[src/hdl/epiu_pkg.sv]
// package for the external pin interrupt unit: register map, field layout, vectors
package epiu_pkg;
  localparam int ADDR_W = 4;
  localparam logic [3:0] ADDR_SENSE = 4'h0;
  localparam logic [3:0] ADDR_EXT_EN = 4'h1;
  localparam logic [3:0] ADDR_EXT_FLAGS = 4'h2;
  localparam logic [3:0] ADDR_GRP_EN = 4'h3;
  localparam logic [3:0] ADDR_GRP_FLAGS = 4'h4;
  localparam logic [3:0] ADDR_MASK_HI = 4'h5;
  localparam logic [3:0] ADDR_MASK_LO = 4'h6;
  localparam logic [3:0] ADDR_CORE = 4'h7;
  localparam logic [3:0] ADDR_IRQ_STAT = 4'h8;
  localparam logic [3:0] ADDR_IRQ_MASK = 4'h9;
  localparam logic [7:0] RESET_BYTE = 8'h00;
  localparam int CORE_GIE_BIT = 7;
  localparam int SENSE_ONE_POS = 2;
  localparam int SENSE_ZERO_POS = 0;
  localparam logic [1:0] SENSE_LOW = 2'h0;
  localparam logic [1:0] SENSE_ANY = 2'h1;
  localparam logic [1:0] SENSE_FALL = 2'h2;
  localparam logic [1:0] SENSE_RISE = 2'h3;
  localparam logic [2:0] VEC_NONE = 3'h0;
  localparam logic [2:0] VEC_PIN_ZERO = 3'h1;
  localparam logic [2:0] VEC_PIN_ONE = 3'h2;
  localparam logic [2:0] VEC_GROUP_LO = 3'h3;
  localparam logic [2:0] VEC_GROUP_HI = 3'h4;
endpackage
[src/hdl/epiu_ext_pin_interrupt_unit.sv]
// external pin and pin change interrupt unit with register port and vector dispatch
// Contract
// a dedicated pin interrupts the core only when its enable bit and the global enable are both one.
// pin activity raises requests whatever the pin direction, since the input is sampled always.
// sense code 00 is low level, 01 any change, 10 falling edge, 11 rising edge.
// the driver of a dedicated pin holds each pulse longer than one clock period.
// a dedicated pin flag is set when an edge or change on its pin triggers.
// a dedicated pin flag stays zero in level mode and the low level is presented directly.
// a set flag with its enable and the global enable asks the core to jump to its vector.
// every flag is cleared when the core enters the matching interrupt routine.
// writing one to a flag bit clears it and writing zero leaves it.
// the two pins and the two change groups each have their own vector.
// each change group interrupts on any change of an enabled input with group and global enable.
// a change group flag is set when any enabled input of its group changes.
// a change mask bit enables its input in its group and a cleared bit excludes it.
// bits 7 down to 2 of the enable and flag registers read as zero.
// pin inputs are synchronised before comparison so each change sets a flag once.
`timescale 1ns/1ps
module epiu_ext_pin_interrupt_unit
  import epiu_pkg::*;
(
  input wire logic ref_clk,
  input wire logic nrst,
  input wire logic [ADDR_W-1:0] regAddr,
  input wire logic [7:0] regWrData,
  input wire logic regWrite,
  input wire logic regRead,
  output logic [7:0] regRdData,
  input wire logic [1:0] extPins,
  input wire logic [7:0] change_inputs_hi,
  input wire logic [7:0] change_inputs_lo,
  input wire logic vectorAck,
  output logic vectorReq,
  output logic [2:0] vectorNum,
  output logic irq
);
  logic [1:0] extSync1;
  logic [1:0] extSync2;
  logic [1:0] extPrev;
  logic [15:0] chgSync1;
  logic [15:0] chgSync2;
  logic [15:0] chgPrev;
  logic primed;
  logic [2:0] primeDly;
  logic [3:0] sense_control_reg;
  logic [1:0] ext_irq_enable;
  logic [1:0] ext_irq_flags;
  logic [1:0] change_group_enable;
  logic [1:0] change_group_flags;
  logic [7:0] change_mask_high;
  logic [7:0] change_mask_low;
  logic globalEnable;
  logic [3:0] irqStatus;
  logic [3:0] irqMask;
  logic [1:0] extTrig;
  logic [1:0] extLevel;
  logic [1:0] grpTrig;
  logic [1:0] extPend;
  logic [1:0] grpPend;
  logic [1:0] extClrW;
  logic [1:0] grpClrW;
  logic [1:0] extClrV;
  logic [1:0] grpClrV;
  logic [1:0] extLevelMode;
  logic [2:0] next_vectorNum;
  logic [15:0] chgNow;
  logic [15:0] chgPast;
  logic [15:0] chgMask;

  // two-flop synchronisers; first stage feeds only the second
  always_ff @(posedge ref_clk) begin
    if (!nrst) begin
      extSync1 <= 2'h0;
      extSync2 <= 2'h0;
      chgSync1 <= 16'h0000;
      chgSync2 <= 16'h0000;
    end else begin
      extSync1 <= extPins;
      extSync2 <= extSync1;
      chgSync1 <= {change_inputs_hi, change_inputs_lo};
      chgSync2 <= chgSync1;
    end
  end

  // previous samples; a real pin value reaches this stage only three edges after release,
  // so a pin idling high must not look like an edge before then
  always_ff @(posedge ref_clk) begin
    if (!nrst) begin
      extPrev <= 2'h0;
      chgPrev <= 16'h0000;
      primeDly <= 3'h0;
    end else begin
      extPrev <= extSync2;
      chgPrev <= chgSync2;
      primeDly <= {primeDly[1:0], 1'b1};
    end
  end

  assign primed = primeDly[2];

  assign chgNow = chgSync2;
  assign chgPast = chgPrev;
  assign chgMask = {change_mask_high, change_mask_low};

  // per-pin trigger decode
  genvar gi;
  generate
    for (gi = 0; gi < 2; gi++) begin : g_ext
      logic [1:0] mode;
      assign mode = (gi == 0) ? sense_control_reg[SENSE_ZERO_POS +: 2] : sense_control_reg[SENSE_ONE_POS +: 2];
      assign extLevelMode[gi] = (mode == SENSE_LOW);
      assign extLevel[gi] = extLevelMode[gi] && !extSync2[gi];
      always_comb begin
        unique case (mode)
          SENSE_LOW: extTrig[gi] = 1'b0;
          SENSE_ANY: extTrig[gi] = primed && (extSync2[gi] != extPrev[gi]);
          SENSE_FALL: extTrig[gi] = primed && extPrev[gi] && !extSync2[gi];
          SENSE_RISE: extTrig[gi] = primed && !extPrev[gi] && extSync2[gi];
        endcase
      end
    end
  endgenerate

  // group change detect, only unmasked inputs count
  assign grpTrig[0] = primed && |((chgNow[7:0] ^ chgPast[7:0]) & chgMask[7:0]);
  assign grpTrig[1] = primed && |((chgNow[15:8] ^ chgPast[15:8]) & chgMask[15:8]);

  assign extClrW = (regWrite && regAddr == ADDR_EXT_FLAGS) ? regWrData[1:0] : 2'h0;
  assign grpClrW = (regWrite && regAddr == ADDR_GRP_FLAGS) ? regWrData[1:0] : 2'h0;
  assign extClrV[0] = vectorAck && vectorNum == VEC_PIN_ZERO;
  assign extClrV[1] = vectorAck && vectorNum == VEC_PIN_ONE;
  assign grpClrV[0] = vectorAck && vectorNum == VEC_GROUP_LO;
  assign grpClrV[1] = vectorAck && vectorNum == VEC_GROUP_HI;

  // flags: a trigger in the clearing cycle wins so no event is lost
  always_ff @(posedge ref_clk) begin
    if (!nrst) begin
      ext_irq_flags <= 2'h0;
    end else begin
      ext_irq_flags <= ((ext_irq_flags & ~extClrW & ~extClrV) | extTrig) & ~extLevelMode;
    end
  end

  always_ff @(posedge ref_clk) begin
    if (!nrst) begin
      change_group_flags <= 2'h0;
    end else begin
      change_group_flags <= (change_group_flags & ~grpClrW & ~grpClrV) | grpTrig;
    end
  end

  // software registers
  always_ff @(posedge ref_clk) begin
    if (!nrst) begin
      sense_control_reg <= 4'h0;
      ext_irq_enable <= 2'h0;
      change_group_enable <= 2'h0;
      change_mask_high <= RESET_BYTE;
      change_mask_low <= RESET_BYTE;
      globalEnable <= 1'b0;
      irqMask <= 4'h0;
    end else if (regWrite) begin
      unique case (regAddr)
        ADDR_SENSE: sense_control_reg <= regWrData[3:0];
        ADDR_EXT_EN: ext_irq_enable <= regWrData[1:0];
        ADDR_GRP_EN: change_group_enable <= regWrData[1:0];
        ADDR_MASK_HI: change_mask_high <= regWrData;
        ADDR_MASK_LO: change_mask_low <= regWrData;
        ADDR_CORE: globalEnable <= regWrData[CORE_GIE_BIT];
        ADDR_IRQ_MASK: irqMask <= regWrData[3:0];
        default: ;
      endcase
    end
  end

  // pending sources; level mode presents the pin directly
  assign extPend = (ext_irq_flags | extLevel) & ext_irq_enable & {2{globalEnable}};
  assign grpPend = change_group_flags & change_group_enable & {2{globalEnable}};

  // fixed priority: pin zero, pin one, group lo, group hi
  always_comb begin
    if (extPend[0]) begin
      next_vectorNum = VEC_PIN_ZERO;
    end else if (extPend[1]) begin
      next_vectorNum = VEC_PIN_ONE;
    end else if (grpPend[0]) begin
      next_vectorNum = VEC_GROUP_LO;
    end else if (grpPend[1]) begin
      next_vectorNum = VEC_GROUP_HI;
    end else begin
      next_vectorNum = VEC_NONE;
    end
  end

  // registered vector; ack taken as entry into the routine
  always_ff @(posedge ref_clk) begin
    if (!nrst) begin
      vectorNum <= VEC_NONE;
    end else if (vectorAck) begin
      vectorNum <= VEC_NONE;
    end else begin
      vectorNum <= next_vectorNum;
    end
  end

  assign vectorReq = (vectorNum != VEC_NONE);

  // sticky event status for the summary interrupt, write one to clear, set wins
  always_ff @(posedge ref_clk) begin
    if (!nrst) begin
      irqStatus <= 4'h0;
    end else begin
      irqStatus <= (irqStatus & ~((regWrite && regAddr == ADDR_IRQ_STAT) ? regWrData[3:0] : 4'h0))
        | {grpTrig[1], grpTrig[0], extTrig[1] | extLevel[1], extTrig[0] | extLevel[0]};
    end
  end

  assign irq = |(irqStatus & irqMask);

  // read data one cycle after the strobe; unmapped reads zero
  always_ff @(posedge ref_clk) begin
    if (!nrst) begin
      regRdData <= 8'h00;
    end else if (regRead) begin
      unique case (regAddr)
        ADDR_SENSE: regRdData <= {4'h0, sense_control_reg};
        ADDR_EXT_EN: regRdData <= {6'h00, ext_irq_enable};
        ADDR_EXT_FLAGS: regRdData <= {6'h00, ext_irq_flags};
        ADDR_GRP_EN: regRdData <= {6'h00, change_group_enable};
        ADDR_GRP_FLAGS: regRdData <= {6'h00, change_group_flags};
        ADDR_MASK_HI: regRdData <= change_mask_high;
        ADDR_MASK_LO: regRdData <= change_mask_low;
        ADDR_CORE: regRdData <= {globalEnable, 7'h00};
        ADDR_IRQ_STAT: regRdData <= {4'h0, irqStatus};
        ADDR_IRQ_MASK: regRdData <= {4'h0, irqMask};
        default: regRdData <= 8'h00;
      endcase
    end else begin
      regRdData <= 8'h00;
    end
  end
endmodule

[config.mk]
export PLATFORM = sky130hd
export DESIGN_NAME = epiu_ext_pin_interrupt_unit
export DESIGN_NICKNAME = d
export VERILOG_FILES = /design/src/hdl/epiu_pkg.sv /design/src/hdl/epiu_ext_pin_interrupt_unit.sv
export SDC_FILE = /design/constraint.sdc
export NUM_CORES = 1
export LEC_CHECK = 0
export BUFFER_PORTS_ARGS = -buffer_cell sky130_fd_sc_hd__clkbuf_2
export CAP_MARGIN = 15
export CORE_MARGIN = 8
export CORE_UTILIZATION = 62
export CTS_CLUSTER_SIZE = 12
export DETAILED_ROUTE_END_ITERATION = 6
export PLACE_DENSITY = 0.81
export SYNTH_ARGS = -nofsm -noshare
export SYNTH_HDL_FRONTEND = slang
export SYNTH_SLANG_ARGS = --single-unit
[constraint.sdc]
create_clock -name ref_clk -period 3.3 [get_ports ref_clk]
set_input_delay 0.33 -clock ref_clk [delete_from_list [all_inputs] [get_ports ref_clk]]
set_output_delay 0.33 -clock ref_clk [all_outputs]
set_load 0.005 [all_outputs]
* Word-level counts from Yosys, hierarchy flattened
Cells that the tools add are included.
Cells by class: equality and inequality tests 21, multiplexer cells 11, bitwise logic cells 28, reductions and logical operators 43
Operators by type and width (number):
- 8-bit case mux with 10 select lines | 1
- 1-bit logical AND | 21
- 2-bit bitwise AND | 9
- 8-bit bitwise AND | 2
- 4-bit by 3-bit equality test with 1-bit output (second input constant) | 4
- 2-bit AND reduction | 8
- 8-bit OR reduction | 2
- 8-bit bitwise XOR | 2
- 2-bit NOT | 5
- 4-bit bitwise AND | 2
- 2-bit equality test (second input constant) | 4
- 4-bit by 2-bit equality test with 1-bit output (second input constant) | 2
- 4-bit equality test (second input constant) | 2
- 2-bit 2-to-1 mux | 4
- 1-bit case mux with 4 select lines | 2
- 3-bit by 2-bit equality test with 1-bit output (second input constant) | 2
- 2-bit bitwise OR | 3
- 5-bit OR reduction | 1
- 2-bit by 1-bit equality test with 1-bit output (second input constant) | 2
- 4-bit by 1-bit equality test with 1-bit output (second input constant) | 1
- 1-bit zero test | 4
- 2-bit zero test | 2
- 4-bit zero test | 1
- 4-bit 2-to-1 mux | 1
- 13 further kinds | 16
Storage, ports and cells: register bits after elaboration 105, input bits 35, output and inout bits 13, logic and storage cells 125

* Logic depth before layout (Yosys ltp)
Gate-level depths: netlist of run 1.
depth in word-level cells 8, mapped depth 6, depth with buffers taken out 4

* Worst setup path before layout of run 1
No wires, ideal clock.
path kind input to register, start input port regAddr[3], end register ext_irq_flags[1], setup time 119 ps, arrival 1142 ps, required time 3181 ps, path slack 2039 ps, cell stages on the path 5, path buffers 2, cells stage by stage buf_4 > nor3b_2 > buf_4 > a31oi_1 > o221a_2
On the way: word-level cells in the longest chain between the ends 8
RTL lines:
- from (decl) | RTL line epiu_ext_pin_interrupt_unit.sv:24 | input wire logic [ADDR_W-1:0] regAddr,
- 4-bit by 2-bit equality test with 1-bit output | RTL line epiu_ext_pin_interrupt_unit.sv:128 | assign extClrW = (regWrite && regAddr == ADDR_EXT_FLAGS) ? regWrData[1:0] : 2'h0;
- 1-bit logical AND | RTL line epiu_ext_pin_interrupt_unit.sv:128
- 2-bit 2-to-1 mux | RTL line epiu_ext_pin_interrupt_unit.sv:128
- 2-bit NOT | RTL line epiu_ext_pin_interrupt_unit.sv:140 | ext_irq_flags <= ((ext_irq_flags & ~extClrW & ~extClrV) | extTrig) & ~extLevelMode;
- 2-bit bitwise AND (2 in series) | RTL line epiu_ext_pin_interrupt_unit.sv:140
- 2-bit bitwise OR | RTL line epiu_ext_pin_interrupt_unit.sv:140
- 2-bit bitwise AND | RTL line epiu_ext_pin_interrupt_unit.sv:140
- to (signal assigned) | RTL line epiu_ext_pin_interrupt_unit.sv:140
- to (decl) | RTL line epiu_ext_pin_interrupt_unit.sv:47 | logic [1:0] ext_irq_flags;
Every way passes these cells. A chain may end at the register's enable or synchronous reset.

* Final worst setup path of run 1
start input port regAddr[0], end register change_mask_high[0]
On the way: word-level cells in the longest chain between the ends 2
RTL lines:
- 4-bit by 3-bit equality test with 1-bit output | RTL line epiu_ext_pin_interrupt_unit.sv:163 | unique case (regAddr)
- 2-bit AND reduction (no line)
- to (signal assigned) | RTL line epiu_ext_pin_interrupt_unit.sv:167 | ADDR_MASK_HI: change_mask_high <= regWrData;
- to (decl) | RTL line epiu_ext_pin_interrupt_unit.sv:50 | logic [7:0] change_mask_high;
Every way passes these cells.

==> results of run 1 <==
[cell type report]
class	count	area share
flip-flops and latches	105	0.468
clock buffers	9	0.0276
well taps	77	0.0215
inverters	2	0.00167
multi-input cells	268	0.407
clock inverters	7	0.0198
repair buffers	48	0.0541
[worst max-delay path, stage by stage]
cell and delay, ns:
clkbuf_2 0.26, and2b_1 0.40, and3_1 0.53, mux2i_1 0.29, nor2b_1 0.06
[cells by family (layout without fill, tap and decap cells)]
group,after synthesis,after routing,share of synthesized area
and+or+nand+nor,160,160,0.228
DFF,105,105,0.517
AOI/OAI and AO/OA,68,68,0.127
muxes,24,24,0.0606
buffers and inverters,24,66,0.0332
xor gates and xnor gates,16,16,0.0345
[synthesized netlist by cell type (2+ instances only)]
cell | n | area [um^2]
a21oi_1 | 3 | 15.0
inv_1 | 2 | 7.51
mux2_2 | 5 | 56.3
a41o_1 | 2 | 20.0
nor2b_1 | 19 | 119
and2b_1 | 2 | 15.0
a22oi_1 | 14 | 105
mux2i_1 | 19 | 190
nor3_1 | 4 | 20.0
o211ai_1 | 2 | 15.0
o21ai_0 | 6 | 30.0
nand4_1 | 3 | 18.8
clkbuf_1 | 12 | 45.0
dfxtp_1 | 105 | 2100
and2_1 | 56 | 350
o31a_1 | 2 | 17.5
a222oi_1 | 2 | 20.0
nand2_1 | 26 | 97.6
and3_1 | 3 | 18.8
buf_4 | 3 | 22.5
a21boi_0 | 18 | 135
xor2_1 | 16 | 140
or3_1 | 2 | 12.5
a31oi_1 | 3 | 18.8
buf_2 | 3 | 15.0
buf_6 | 4 | 45.0
nand2b_1 | 3 | 18.8
nor2_1 | 10 | 37.5
nand3_1 | 19 | 95.1
o221a_2 | 2 | 22.5
nor3b_1 | 3 | 22.5
a22o_1 | 4 | 35.0
[metal layers]
metal / vias to the layer above / global-route usage / routed length [um]
met5: - / 0 / 0
met4: 0 / 0.0852 / 287
met3: 26 / 0.0526 / 494
met2: 105 / 0.271 / 3800
met1: 1359 / 0.222 / 3760
li1: 1456 / - / -
[through the flow]
| step | util | hold WS (ns) | cell area (um^2) |
|---|---|---|---|
| 2_1_floorplan | - | 0.358 | 4070 |
| 3_3_place_gp | 0.674 | 0.415 | 4280 |
| 3_5_place_dp | 0.674 | 0.418 | 4280 |
| 4_1_cts | 0.707 | 0.145 | 4490 |
| 5_1_grt | 0.707 | 0.138 | 4490 |
| 6_report | 0.707 | 0.155 | 4490 |
[power by group through the flow]
stage	logic (mW)	clock network, mW	registers (mW)
2_1_floorplan	0.0915	0	1.34
3_3_place_gp	0.126	0	1.35
3_5_place_dp	0.128	0	1.35
4_1_cts	0.129	0.840	1.32
5_1_grt	0.143	0.889	1.32
6_report	0.129	0.821	1.32
[layout by cell type (no fill, tap or decap), drive strengths merged, types with 3 or more instances in the layout]
| cell | n |
|---|---|
| a21boi | 18 |
| a21oi | 3 |
| a22o | 4 |
| a22oi | 14 |
| a31oi | 3 |
| and2 | 56 |
| and2b | 3 |
| and3 | 3 |
| clkbuf | 56 |
| clkinv | 4 |
| dfxtp | 105 |
| inv | 4 |
| mux2 | 5 |
| mux2i | 19 |
| nand2 | 26 |
| nand2b | 3 |
| nand3 | 20 |
| nand4 | 3 |
| nor2 | 11 |
| nor2b | 20 |
| nor3 | 4 |
| nor3b | 4 |
| o21ai | 7 |
| xor2 | 16 |
[worst max-delay path by stage]
stage / start / endpoint / slack [ns]
final: regAddr[0] / change_mask_high[0]$_SDFFE_PN0P_ / 1.70
after CTS: vectorNum[1]$_SDFF_PP0_ / vectorReq / 1.73
after floorplan: regAddr[3] / ext_irq_flags[1]$_SDFF_PN0_ / 2.04
after global routing: regAddr[0] / change_mask_high[0]$_SDFFE_PN0P_ / 1.58
after global placement: nrst / irqStatus[2]$_SDFF_PN0_ / 1.39
after detailed placement: regAddr[0] / change_mask_high[0]$_SDFFE_PN0P_ / 1.40
==> reports/results.txt, run 1 <==
The tools report the portion of total power attributed to combinational logic as 0.057. The proportion of total power due to net switching was 0.240; the count of maximum capacitance violations was 0. The logs give 2828 for the number of global-route vias before repair and 0.625 GHz for the upper clock frequency limit. Data arrives at the worst endpoint at 1.87 ns. The placeable core area came out at 6350 um^2. The average wire per standard cell came out at 16.2 um. TritonCTS built the clock tree. For the first-pass GRT wire length, the log shows 13800 um. Clock root buffer: clkbuf_8.

The startpoint of the lowest-slack hold path was change_inputs_hi[3]. In this run the critical register-to-register path is captured at irqStatus[2]$_SDFF_PN0_. The clock slew seen by the registers of the worst setup and hold paths came out at 0.10 ns. For the number of clock sinks seen by CTS, the log shows 105. The total CTS buffers is 9. The summed negative setup slack over all endpoints is 0 ns, and the final worst clock skew is 0.00681 ns. The sort of element at the end of the critical path was a flop. The final layout contains routed wiring with a total length of 8340 um. The floorplan step set the die width to 97.0 um.

The shortest clock period the worst path allows after layout was 1.60 ns. The tools report the first-pass detailed-route iteration total as 4. The part of the power in registers is 0.581. In the routed design, unresolved DRC markers number 0.

The run finished with clean final reports. The portion of total power attributed to the clock network was 0.362; the count of unique library cells instantiated by Yosys was 52. The run gives 1.40 ns as the post-placement worst setup slack.

The worst hold path belongs to the class in2reg. The tools report the total count of hold-check failures in the final report as 0. The number of routed nets with antenna violations came out at 0. For this run, the number of standard cells in the final layout without fillers is 516. The effective utilization at floorplan was 0.640; the HPWL reported at the end of detailed placement was 5900 um. Setup slack on the critical path of the routed design comes to 1.70 ns. In this run the register-to-register setup slack is 2.02 ns. The post-CTS setup-driven buffer insertion count was 0; the post-synthesis instance area was 4070 um^2. Data required time at the worst endpoint: 3.57 ns.

The largest fanout on the critical path works out to 14. The routed layout has 2946 vias. Final period utilization: 0.485. The worst hold path depth was 2; the total I/O pin count was 48. The clock tree synthesis step divided the H-tree into 3 levels.

The layout overhead on the synthesized area is 10.4%, and the overall power is 2.27 mW. The slew at the pin closest to its max-slew limit was 0.907 ns; the net count of the finished layout was 469. The critical path in this run is classified as in2reg.

The most used flip-flop cell after synthesis is dfxtp_1. VDD sags by at most 0.372 mV. The initial antenna violation count was 0; the share of post-route cells with drive strength above 1 was 0.180. In this run, synthesis produced a sequential element count of 105.

Entering global routing, the biggest net connects 58 pins. Setup repair after global routing left no endpoint under its margin. The area of the die came out at 9410 um^2. After clock tree synthesis, the repair step resized 0 gates. The count of pins over their slew limit is 0.

In this run the critical register-to-register path is launched from chgPast[6]$_SDFF_PN0_. Yosys mapped a number of flops with a built-in enable equal to 0. After filler insertion, the fill cell instance count of the layout stands at 472. The net switching power of the design was 544 uW.

Post-synthesis area per instance: 10.2 um^2. The clock passes through at most 2 buffers. The die outline height was 97.0 um. Using the TritonRoute via totals, the vias-per-cell ratio works out to 5.71. Number of warnings issued by yosys: 0.

For the worst-skew pair, the clock arrives at the later sink with an insertion delay of 0.37 ns. At the end of routability-driven placement, the weighted congestion stood at 0.882. The normalized max-slew margin was 0.396. Setup violations remaining at the end of the flow were counted as 0.

The analysis attributes to cell leakage a power of 1.83 nW. The sequential cells in the finished layout cover a total of 2100 um^2. For the number of hold-repair buffers added at the cts stage, the log shows 0. Input and output buffers added on the ports amount to 47.

After floorplanning, the core was divided into 29 placement rows. Counting every instance in the synthesized netlist gives 397. Summed over all layers, the global routing overflow is 0. Number of cells on the worst reg-to-reg path: 4.

The worst hold path terminates at chgSync1[11]$_SDFF_PN0_. Number of DRC markers in iteration 0: 178. The sequential share of the synthesized area was 0.517. The repair_antennas step left the layout with diodes totalling 0.

Including well taps, the total number of placed cells is 500. Summing all multi-input logic gate instances after layout gives 1830 um^2. The tools report the critical path launch point type as an input port.

When the netlist entered floorplanning its net count stood at 432. The global routing usage summed across all routing layers is 0.177, and the internal power contribution is 1.73 mW. The share of async-settable or async-resettable flops after synthesis was 0; the total power per unit cell area was 506 nW/um^2.
Power figures use the tool's default switching activity.
==> run 2, diff against run 1 <==
CORE_UTILIZATION = 57   (was 62)
PLACE_DENSITY = 0.75   (was 0.81)
clock period = 1.5 ns   (was 3.3 ns; I/O delays follow)
==> run 2 against run 1 <==
Net effect:
- cell count rose by 9.5%
- sequential share of layout area is 3.2 points lower
- critical path type is now reg2out
- final area is 7.4% higher
- clock-buffer cell count stayed put
- via count grew 2.4%
- global-route usage rose by 0.30 points
- combinational power grew to 2.8 times the previous value
- worst hold slack lost 0.11 ns
- sequential power is 120% higher
- core utilization decreased by 0.52 points
- first-iteration DRC count decreased by 12%
==> reports/results.txt, run 2 (synthesis gave the netlist of run 1 again) <==
The global routing usage summed across all routing layers is 0.180 (was 0.177), and the H-tree depth is 3 (unchanged). For the number of buffers on the longest clock path, the log shows 2 (unchanged). Initial antenna violation count: 0 (unchanged). The die outline height is 100 um (was 97.0 um), and the amount of wire on met2 after detailed routing is 4040 um (was 3800 um).

The overall power was 5.18 mW (was 2.27 mW); the total leakage power was 1.98 nW (was 1.83 nW). For the number of DRC markers in iteration 0, the log shows 156 (was 178). The count of final setup violators is 0 (unchanged), and the maximum VDD drop is 0.652 mV (was 0.372 mV). The logs give 0 ns (unchanged) for the summed negative setup slack over all endpoints and 0.728 GHz for the upper clock frequency limit. The tightest hold margin is 0.0409 ns (was 0.155 ns). The post-CTS setup-driven buffer insertion count is 0 (unchanged), and the share of post-route cells with drive strength above 1 is 0.194 (was 0.180). The path type of the worst min-delay path is in2reg (unchanged). The number of hold-repair buffers added at the cts stage came out at 18 (was 0). The run gives 6180 um (was 5900 um) as the HPWL reported at the end of detailed placement.

Flip-flop and latch area: 2100 um^2 (unchanged). Highest-count cells in the layout ignoring fill and taps: dfxtp_1 (105), and2_1 (56), clkbuf_2 (47) (unchanged). For the number of routed nets with antenna violations, the log shows 0 (unchanged). The run gives 1.22 ns (was 1.87 ns) as the worst path arrival time. The final worst clock skew is 0.00698 ns (was 0.00681 ns). The area of the die came out at 10100 um^2 (was 9410 um^2).

The slew at the pin closest to its max-slew limit came out at 0.553 ns (was 0.907 ns). The clock slew seen by the registers of the worst setup and hold paths was 0.10 ns (about the same); the total number of placement rows was 30 (was 29). The run gives 105 (unchanged) as the number of clock sinks seen by CTS. The total CTS buffers came out at 9 (unchanged).

The most frequent standard cell in the layout excluding fill and tap cells was dfxtp_1 (unchanged). The effective utilization at floorplan was 0.592 (was 0.640). The normalized max-slew margin is 0.626 (was 0.396). The count of pins over their slew limit is 0 (unchanged), and the final period utilization is 0.916.

Vias per cell: 5.34 (was 5.71). The first-pass GRT wire length is 14200 um (was 13800 um), and the post-placement worst setup slack is 0.126 ns (was 1.40 ns). Via count: 3016 (was 2946). The quantity of gates resized following cts was 0 (unchanged).

Setup repair after global routing left no endpoint under its margin. TritonCTS built the clock tree. The tools report the sort of element at the end of the critical path as a primary output (was a flop).

The multi-input gate area in the final layout is 1830 um^2 (unchanged). For the count of unresolved DRC violations after routing, the log shows 0 (unchanged). The clock root buffer was clkbuf_8 (unchanged). The data required time at the worst endpoint came out at 1.35 ns (was 3.57 ns).

The critical path class was reg2out (was in2reg). The total I/O pin count came out at 48 (unchanged). For the first-pass detailed-route iteration total, the log shows 5 (was 4).

The layout overhead on the synthesized area was 18.6% (was 10.4%); the net count of the finished layout was 499 (was 469). The run gives 0.127 ns (was 1.70 ns) as the worst setup margin. The largest fanout on the critical path is 6 (was 14). The total power per unit cell area is 1080 nW/um^2 (was 506 nW/um^2).

The average wire per standard cell came out at 15.6 um (was 16.2 um). The x dimension of the die was 100 um (was 97.0 um); the placer congestion estimate was 0.875 (was 0.882). The number of global-route vias before repair was 2960 (was 2828). After layout, the minimum clock period comes to 1.37 ns. The run finished with clean final reports. The tools report the total count of hold-check failures in the final report as 0 (unchanged).

The count of maximum capacitance violations is 0 (unchanged), and the met3 wirelength from detailed routing is 567 um (was 494 um). The area after detailed placement was 4420 um^2 (was 4280 um^2). The highest routed metal layer was met4 (unchanged). The logs give 0.36 ns (was 0.37 ns) for the clock latency on the worst-skew pair and 0 (unchanged) for the total inserted antenna cells. Critical path launch point type: a flop (was an input port). The detailed-routing wirelength on met1 is 3990 um (was 3760 um), and the count of buffers from port buffering is 47 (unchanged). The placeable core area was 6870 um^2 (was 6350 um^2); the final global-route overflow total was 0 (unchanged). The pin count of the biggest net entering global routing was 74 (was 58); the total wire length was 8830 um (was 8340 um). The final standard cell area without fillers came out at 4820 um^2 (was 4490 um^2).

For the fill cell instance count of the final layout, the log shows 558 (was 472).
run 2: routing by layer:
layer	up-vias	GRT usage
met1	1384	0.223
li1	1505	-
met3	20	0.0463
met2	107	0.282
met5	-	0
met4	0	0.0953
run 2: worst max-delay path: stages (launching register included):
cell,delay (ns)
dfxtp_1,0.37
or3_1,0.38
clkbuf_2,0.12
run 2: path summary, 6_finish.rpt:
path / slack, ns / to / start / cells past startpoint
hold / removal: 0.04 / change_mask_low[6]$_SDFFE_PN0P_ / regWrData[6] / 3
setup / recovery: 0.13 / vectorReq / vectorNum[1]$_SDFF_PP0_ / 2
hold reg to reg: 0.44 / chgNow[2]$_SDFF_PN0_ / chgSync1[2]$_SDFF_PN0_ / 1
setup reg to reg: 0.15 / ext_irq_flags[1]$_SDFF_PN0_ / sense_control_reg[3]$_SDFFE_PN0P_ / 4
run 2: final cells by class:
type	count	area share
Clock buffer	9	0.0257
Clock inverter	7	0.0210
Inverter	2	0.00156
Multi-Input combinational cell	268	0.379
Sequential cell	105	0.436
Tap cell	96	0.0249
Timing Repair Buffer	78	0.112
run 2: metrics by stage:
step | cells | utilization
after floorplan | 397 | -
after global placement | 531 | 0.643
after detailed placement | 531 | 0.643
after CTS | 565 | 0.702
after global routing | 565 | 0.702
final | 565 | 0.702
run 2: report_power, final:
group          internal (mW)  switching [mW]  leakage (nW)
sequential              2.86          0.0393         0.857
clock                  0.957           0.969         0.112
combinational          0.182           0.176          1.01
